## config.mk

```make
export PLATFORM = sky130hd
export DESIGN_NAME = tsp_top
export DESIGN_NICKNAME = d
export VERILOG_FILES = /design/src/rtl/tsp_pkg.sv /design/src/rtl/tsp_top.sv
export VERILOG_INCLUDE_DIRS = /design/src /design/src/rtl
export SDC_FILE = /design/constraint.sdc
export NUM_CORES = 1
export LEC_CHECK = 0
export BUFFER_PORTS_ARGS = -buffer_cell sky130_fd_sc_hd__clkbuf_2
export CAP_MARGIN = 30
export CORE_ASPECT_RATIO = 0.6
export CORE_UTILIZATION = 36
export DETAILED_ROUTE_END_ITERATION = 8
export PLACE_DENSITY_LB_ADDON = 0.15
export SYNTH_ARGS = -nofsm -noshare
export SYNTH_HDL_FRONTEND = slang
export SYNTH_SLANG_ARGS = --single-unit
```

## constraint.sdc

```tcl
create_clock -name CLK -period 1.8 [get_ports CLK]
set_clock_uncertainty 0.2 [all_clocks]
set_input_delay 0.18 -clock CLK [delete_from_list [all_inputs] [get_ports CLK]]
set_output_delay 0.18 -clock CLK [all_outputs]
set_load 0.01 [all_outputs]
```

## src/rtl/tsp_consts.svh

```systemverilog
`ifndef TSP_CONSTS_SVH
`define TSP_CONSTS_SVH

`define TSP_NUM_PORTS     32
`define TSP_CLK_PERIOD_NS 20
`define TSP_CLK_HIGH_NS   60
`define TSP_CLK_HIGH_CYC  ((`TSP_CLK_HIGH_NS + `TSP_CLK_PERIOD_NS - 1) / `TSP_CLK_PERIOD_NS)
`define TSP_CNT_W         3
`define TSP_PORT1         0

`endif

```

## src/rtl/tsp_pkg.sv

```systemverilog
`include "tsp_consts.svh"
package tsp_pkg;
  typedef logic [`TSP_NUM_PORTS-1:0] tsp_port_vec_t;
  typedef logic [`TSP_CNT_W-1:0]     tsp_cnt_t;
endpackage

```

## src/rtl/tsp_top.sv

```systemverilog
`timescale 1ns/1ns
`include "tsp_consts.svh"
module tsp_top (
  // Clock and reset
  input  wire  logic                   CLK,
  input  wire  logic                   RESET_N,
  // Mode and edge selection
  input  wire  logic                   UNCHANNELIZED,
  input  wire  tsp_pkg::tsp_port_vec_t RX_EDGE_FALL,
  input  wire  tsp_pkg::tsp_port_vec_t TX_EDGE_FALL,
  // Demultiplexed receive bits
  input  wire  tsp_pkg::tsp_port_vec_t RX_STROBE,
  input  wire  tsp_pkg::tsp_port_vec_t RX_BIT,
  // Line side payload ticks
  input  wire  logic                   LINE_RX_TICK,
  input  wire  logic                   LINE_RX_OVH,
  input  wire  logic                   LINE_RX_BIT,
  input  wire  logic                   LINE_TX_TICK,
  input  wire  logic                   LINE_TX_OVH,
  // Tributary receive pins
  output logic                         TRIB_RX_CLOCK_UNUSED_NEVER,
  output tsp_pkg::tsp_port_vec_t       TRIB_RX_CLOCK,
  output tsp_pkg::tsp_port_vec_t       TRIB_RX_DATA,
  // Tributary transmit pins
  input  wire  tsp_pkg::tsp_port_vec_t TRIB_TX_CLOCK_I,
  output logic                         TRIB_TX_CLOCK_O,
  output logic                         TRIB_TX_CLOCK_OE,
  input  wire  tsp_pkg::tsp_port_vec_t TRIB_TX_DATA,
  // Sampled transmit bits toward the mux
  output tsp_pkg::tsp_port_vec_t       TX_STROBE,
  output tsp_pkg::tsp_port_vec_t       TX_BIT
);
  import tsp_pkg::*;

  localparam tsp_cnt_t HIGH_CYC = tsp_cnt_t'(`TSP_CLK_HIGH_CYC);
  localparam tsp_cnt_t FULL_CYC = tsp_cnt_t'(2 * `TSP_CLK_HIGH_CYC);

  // Mode and edge selection state
  tsp_port_vec_t rx_fall_q;
  tsp_port_vec_t rx_fall_d;
  tsp_port_vec_t tx_fall_q;
  tsp_port_vec_t tx_fall_d;
  logic          unchan_q;
  logic          unchan_d;

  // Receive state
  tsp_port_vec_t rx_clk_q;
  tsp_port_vec_t rx_clk_d;
  tsp_port_vec_t rx_data_q;
  tsp_port_vec_t rx_data_d;
  tsp_port_vec_t rx_stage_q;
  tsp_port_vec_t rx_stage_d;
  tsp_port_vec_t rx_late_q;
  tsp_port_vec_t rx_late_d;
  tsp_cnt_t      rx_cnt_q [`TSP_NUM_PORTS];
  tsp_cnt_t      rx_cnt_d [`TSP_NUM_PORTS];

  // Pin synchroniser state
  tsp_port_vec_t txc_s1_q;
  tsp_port_vec_t txc_s1_d;
  tsp_port_vec_t txc_s2_q;
  tsp_port_vec_t txc_s2_d;
  tsp_port_vec_t txc_s3_q;
  tsp_port_vec_t txc_s3_d;
  tsp_port_vec_t txd_s1_q;
  tsp_port_vec_t txd_s1_d;
  tsp_port_vec_t txd_s2_q;
  tsp_port_vec_t txd_s2_d;

  // Transmit state
  logic          tx1_clk_q;
  logic          tx1_clk_d;
  logic          tx1_oe_q;
  logic          tx1_oe_d;
  tsp_cnt_t      tx1_cnt_q;
  tsp_cnt_t      tx1_cnt_d;
  tsp_port_vec_t tx_stb_q;
  tsp_port_vec_t tx_stb_d;
  tsp_port_vec_t tx_bit_q;
  tsp_port_vec_t tx_bit_d;
  logic          tx1_rise;

  // Spare output state
  logic          spare_q;
  logic          spare_d;

  // Pulse counter step: count down while nonzero, load on start at zero, else hold zero
  function automatic tsp_cnt_t cnt_step(input tsp_cnt_t cnt, input logic start);
    if (cnt != '0) begin
      cnt_step = cnt - tsp_cnt_t'(1);
    end else if (start) begin
      cnt_step = FULL_CYC;
    end else begin
      cnt_step = '0;
    end
  endfunction

  // New pulse only while the counter is idle
  function automatic logic cnt_start(input tsp_cnt_t cnt, input logic start);
    cnt_start = (cnt == '0) && start;
  endfunction

  // High time over, clock drops
  function automatic logic cnt_drop(input tsp_cnt_t cnt);
    cnt_drop = (cnt == HIGH_CYC + tsp_cnt_t'(1));
  endfunction

  always_comb begin
    rx_fall_d = RX_EDGE_FALL;
    tx_fall_d = TX_EDGE_FALL;
    unchan_d  = UNCHANNELIZED;
  end

  always_ff @(posedge CLK or negedge RESET_N) begin
    if (!RESET_N) begin
      rx_fall_q <= '0;
      tx_fall_q <= '0;
      unchan_q  <= 1'h0;
    end else begin
      rx_fall_q <= rx_fall_d;
      tx_fall_q <= tx_fall_d;
      unchan_q  <= unchan_d;
    end
  end

  // Receive side
  always_comb begin
    logic strobe;
    logic bit_in;
    logic fall;
    strobe     = 1'h0;
    bit_in     = 1'h0;
    fall       = 1'h0;
    rx_clk_d   = rx_clk_q;
    rx_data_d  = rx_data_q;
    rx_stage_d = rx_stage_q;
    rx_late_d  = rx_late_q;
    for (int i = 0; i < `TSP_NUM_PORTS; i++) begin
      if (unchan_q && i == `TSP_PORT1) begin
        strobe = LINE_RX_TICK && !LINE_RX_OVH;
        bit_in = LINE_RX_BIT;
        fall   = 1'h1;
      end else begin
        strobe = RX_STROBE[i];
        bit_in = RX_BIT[i];
        fall   = rx_fall_q[i];
      end
      rx_cnt_d[i] = cnt_step(rx_cnt_q[i], strobe);
      if (cnt_start(rx_cnt_q[i], strobe)) begin
        rx_clk_d[i] = 1'h1;
        if (fall) begin
          rx_stage_d[i] = bit_in;
          rx_late_d[i]  = 1'h1;
        end else begin
          rx_data_d[i]  = bit_in;
          rx_late_d[i]  = 1'h0;
        end
      end else if (cnt_drop(rx_cnt_q[i])) begin
        rx_clk_d[i] = 1'h0;
        if (rx_late_q[i]) begin
          rx_data_d[i] = rx_stage_q[i];
          rx_late_d[i] = 1'h0;
        end
      end
    end
  end

  always_ff @(posedge CLK or negedge RESET_N) begin
    if (!RESET_N) begin
      rx_clk_q   <= '0;
      rx_data_q  <= '0;
      rx_stage_q <= '0;
      rx_late_q  <= '0;
      for (int i = 0; i < `TSP_NUM_PORTS; i++) begin
        rx_cnt_q[i] <= '0;
      end
    end else begin
      rx_clk_q   <= rx_clk_d;
      rx_data_q  <= rx_data_d;
      rx_stage_q <= rx_stage_d;
      rx_late_q  <= rx_late_d;
      for (int i = 0; i < `TSP_NUM_PORTS; i++) begin
        rx_cnt_q[i] <= rx_cnt_d[i];
      end
    end
  end

  // Pin synchronisers, two flops before any logic
  always_comb begin
    txc_s1_d = TRIB_TX_CLOCK_I;
    txc_s2_d = txc_s1_q;
    txc_s3_d = txc_s2_q;
    txd_s1_d = TRIB_TX_DATA;
    txd_s2_d = txd_s1_q;
  end

  always_ff @(posedge CLK or negedge RESET_N) begin
    if (!RESET_N) begin
      txc_s1_q <= '0;
      txc_s2_q <= '0;
      txc_s3_q <= '0;
      txd_s1_q <= '0;
      txd_s2_q <= '0;
    end else begin
      txc_s1_q <= txc_s1_d;
      txc_s2_q <= txc_s2_d;
      txc_s3_q <= txc_s3_d;
      txd_s1_q <= txd_s1_d;
      txd_s2_q <= txd_s2_d;
    end
  end

  // Transmit side
  always_comb begin
    logic rise_edge;
    logic fall_edge;
    logic slot;
    rise_edge = 1'h0;
    fall_edge = 1'h0;
    slot      = LINE_TX_TICK && !LINE_TX_OVH;
    tx1_rise  = 1'h0;
    tx1_clk_d = 1'h0;
    tx1_oe_d  = 1'h0;
    tx1_cnt_d = '0;
    tx_stb_d  = '0;
    tx_bit_d  = tx_bit_q;
    if (unchan_q) begin
      tx1_oe_d  = 1'h1;
      tx1_clk_d = tx1_clk_q;
      tx1_cnt_d = cnt_step(tx1_cnt_q, slot);
      if (cnt_start(tx1_cnt_q, slot)) begin
        tx1_clk_d = 1'h1;
        tx1_rise  = 1'h1;
      end else if (cnt_drop(tx1_cnt_q)) begin
        tx1_clk_d = 1'h0;
      end
    end
    for (int i = 0; i < `TSP_NUM_PORTS; i++) begin
      rise_edge = txc_s2_q[i] && !txc_s3_q[i];
      fall_edge = !txc_s2_q[i] && txc_s3_q[i];
      if (unchan_q && i == `TSP_PORT1) begin
        tx_stb_d[i] = tx1_rise;
      end else begin
        tx_stb_d[i] = tx_fall_q[i] ? fall_edge : rise_edge;
      end
      if (tx_stb_d[i]) begin
        tx_bit_d[i] = txd_s2_q[i];
      end
    end
  end

  always_ff @(posedge CLK or negedge RESET_N) begin
    if (!RESET_N) begin
      tx1_clk_q <= 1'h0;
      tx1_oe_q  <= 1'h0;
      tx1_cnt_q <= '0;
      tx_stb_q  <= '0;
      tx_bit_q  <= '0;
    end else begin
      tx1_clk_q <= tx1_clk_d;
      tx1_oe_q  <= tx1_oe_d;
      tx1_cnt_q <= tx1_cnt_d;
      tx_stb_q  <= tx_stb_d;
      tx_bit_q  <= tx_bit_d;
    end
  end

  // Spare output held low
  always_comb begin
    spare_d = 1'h0;
  end

  always_ff @(posedge CLK or negedge RESET_N) begin
    if (!RESET_N) begin
      spare_q <= 1'h0;
    end else begin
      spare_q <= spare_d;
    end
  end

  // Outputs straight from flops
  always_comb begin
    TRIB_RX_CLOCK_UNUSED_NEVER = spare_q;
  end

  assign TRIB_RX_CLOCK    = rx_clk_q;
  assign TRIB_RX_DATA     = rx_data_q;
  assign TRIB_TX_CLOCK_O  = tx1_clk_q;
  assign TRIB_TX_CLOCK_OE = tx1_oe_q;
  assign TX_STROBE        = tx_stb_q;
  assign TX_BIT           = tx_bit_q;

endmodule // tsp_top

```

==> flow_metrics.py <==
metrics = {
    "route": {
        "drtPass1Iterations": 5,
        "ant_nets": 0,
        "wl_per_cell_um": 13.38,
        "num_vias": 12980,
        "drt_iter0_drc": 664,
        "finalWirelength_um": 38610,
        "drt_drc_violations_left": 0,
        "viasPerCell": 4.496,
    },
    "setup_path": {
        "worstPathRequired_ns": 2.04,
        "critPathKind": "flop to flop",
        "endpoint_kind": "flop",
        "critPathMaxFanout": 4,
        "cp.arrival_ns": 1.97,
        "start_kind": "flop",
    },
    "cells_and_area": {
        "largest_register": "rx_cnt_q",
        "layout.cells.non_filler": 2886,
        "fin_util": 0.4919,
        "finalNetCount": 2407,
        "largest_register_ffs": 96,
        "fin_area_mm2": 0.02592,
        "layout_commonest_cell": "dfrtp_1",
        "drive_above_1_share": 0.2511,
        "mostFrequentLayoutCells": "dfrtp_1 (518), clkbuf_2 (328), dlygate4sd3_1 (197)",
        "area_growth_pct": 34.62,
    },
    "place": {
        "portBuffers": 329,
        "pre_cts_ws_ns": 0.02307,
        "place_congestion": 0.7553,
        "placed_area_mm2": 0.02214,
        "hpwl_um": 27220,
        "dp.cells": 2594,
    },
    "clock_tree": {
        "cts_max_path_buffers": 3,
        "cts-root-buf": "clkbuf_16",
        "cts_tree": "yes",
        "htree_levels": 2,
        "clock_latency_ns": 0.56,
        "cts_buffers": 50,
        "clk_pin_slew_worst_paths_ns": 0.07,
        "clock_sinks": 518,
    },
    "global_routing": {
        "gr-usage-met2": 0.2345,
        "grt_overflow_total": 0,
        "grtUsageMet3": 0.03078,
        "grt_pass1_wl_um": 65830,
        "first_global_vias": 13150,
        "grt.total_usage": 0.1456,
        "grt_max_degree": 57,
        "antenna_found_initial": 1,
        "met1_usage": 0.2032,
        "top_usage_layer": "met2",
    },
    "synth": {
        "ys_seq_area_frac": 0.6731,
        "synth-seq-cells": 518,
        "syn-cell-area_mm2": 0.01926,
        "syn_nets": 1806,
        "synthCells": 1540,
        "ys_warn_count": 0,
        "synth_cell_types": 39,
        "synth.avg_cell_area_um2": 12.50,
    },
    "pwr": {
        "p_leak_nw": 12.33,
        "finalPower_mw": 38.42,
        "peakVddDrop_uv": 900.2,
        "powerDensity_mw_per_mm2": 1482,
    },
    "timing": {
        "hold_viol_final": 0,
        "fin_worst_hold_slack_ns": 0.05455,
        "clock.fmax_mhz": 577.3,
        "setup_slack_ns": 0.06770,
        "drv_slew": 0,
        "fin_crit_sh": 0.9624,
        "setup_tns_ns": 0,
        "setup_viol": 0,
        "rsz0062_at_grt": "no",
        "period_needed_ns": 1.732,
    },
    "run_status": {
        "status": "finished, final reports clean",
    },
    "run": {
        "maxCapViolCount": 0,
    },
    "die": {
        "initial_utilization": 0.3654,
        "rows": 65,
        "core_area_mm2": 0.05270,
        "fp.dieH_um": 181.2,
        "dieArea_mm2": 0.05445,
        "die_w_um": 300.6,
        "top_level_ports": 331,
    },
    "worst_hold_path": {
        "worstHoldPathType": "input port to flop",
    },
}
==> critical path, stage by stage, from the launching register on <==
cell and delay, ns:
dfrtp_1 0.36, inv_1 0.12, ha_4 0.16, nor2b_2 0.14, and3b_1 0.19, a21o_1 0.15, mux2_4 0.30
==> layout make-up <==
cell class / instances / area (um2)
clock inverter: 29 / 364.1
antenna: 1 / 2.502
tap: 703 / 879.6
inverter: 115 / 431.7
timing repair buffer: 583 / 4169
sequential: 518 / 12960
multi-input combinational: 873 / 5710
clock buffer: 64 / 1405
fill: 4735 / 26780
==> cell usage after synthesis <==
cell,n,area share
nor2_1,66,0.013
mux2i_1,43,0.022
clkbuf_1,7,0.0014
and2b_1,9,0.0035
nor4b_1,1,0.00045
buf_4,1,0.00039
o21bai_4,1,0.00097
a211oi_1,30,0.012
nand2_1,127,0.025
or2_2,1,0.00033
nor2b_1,50,0.016
mux2_2,63,0.037
o2bb2ai_1,6,0.0027
o31ai_1,9,0.0035
o311a_1,1,0.00052
nand3_1,47,0.012
ha_1,66,0.043
nand2b_1,24,0.0078
a21o_1,1,0.00039
conb_1,1,0.00019
a31oi_1,31,0.010
o21ai_2,1,0.00045
o311ai_2,1,0.00084
dfrtp_1,518,0.67
buf_6,1,0.00058
or3b_1,1,0.00045
a21oi_1,149,0.039
buf_2,25,0.0065
mux2_4,2,0.0016
inv_1,115,0.022
and3b_1,3,0.0014
o21a_1,18,0.0070
and3_1,14,0.0045
nor3b_1,1,0.00039
o22ai_1,32,0.010
o21ai_0,58,0.015
o21ai_1,14,0.0036
and2b_2,1,0.00045
nand3b_1,1,0.00039
==> cells by family (layout without fill, tap and decap cells) <==
| family | count (synthesis) | in the layout | share of synthesized area |
|---|---|---|---|
| other | 1 | 2 | 0.0001947 |
| AND/OR/NAND/NOR | 346 | 346 | 0.08577 |
| buffers and inverters | 149 | 791 | 0.03125 |
| AO/OA/AOI/OAI | 352 | 352 | 0.1060 |
| flip-flops | 518 | 518 | 0.6731 |
| multiplexers | 108 | 108 | 0.06075 |
| adder cells (fa/ha/maj) | 66 | 66 | 0.04288 |
==> metal layers <==
metal  vias up  share of wire  wire length (um)
met4         0          0.015               598
met3        51          0.042              1640
met5         -              0                 0
li1       6484              -                 -
met2       198           0.47             18160
met1      6243           0.47             18210
==> worst paths after layout <==
path,start,end,slack (ns),cells after the start
setup / recovery,tx1_cnt_q[1]$_DFF_PN0_,TX_BIT[0]$_DFFE_PN0P_,0.07,6
hold / removal,RX_EDGE_FALL[31],rx_fall_q[31]$_DFF_PN0_,0.05,2
setup reg to reg,tx1_cnt_q[1]$_DFF_PN0_,TX_BIT[0]$_DFFE_PN0P_,0.07,6
hold reg to reg,txc_s1_q[15]$_DFF_PN0_,txc_s2_q[15]$_DFF_PN0_,0.14,0
max in group asynchronous,RESET_N,rx_cnt_q[41]$_DFF_PN0_,0.84,3
min in group asynchronous,RESET_N,txc_s3_q[10]$_DFF_PN0_,0.18,3
==> timing repair <==
item                                   4_1_cts  5_1_grt
resized for setup                            0        5
setup endpoints to repair                    0        2
buffers inserted                             0        0
endpoints found under the hold margin      840        0
hold buffers                               198        0
==> where the power goes <==
part	leakage, nW	switching [mW]	total [mW]	internal, mW
Sequential	6.15	1.83	16.5	14.7
Clock	0.864	4.54	11.1	6.57
Combinational	5.32	5.64	10.8	5.13
Power figures use the tool's default switching activity.
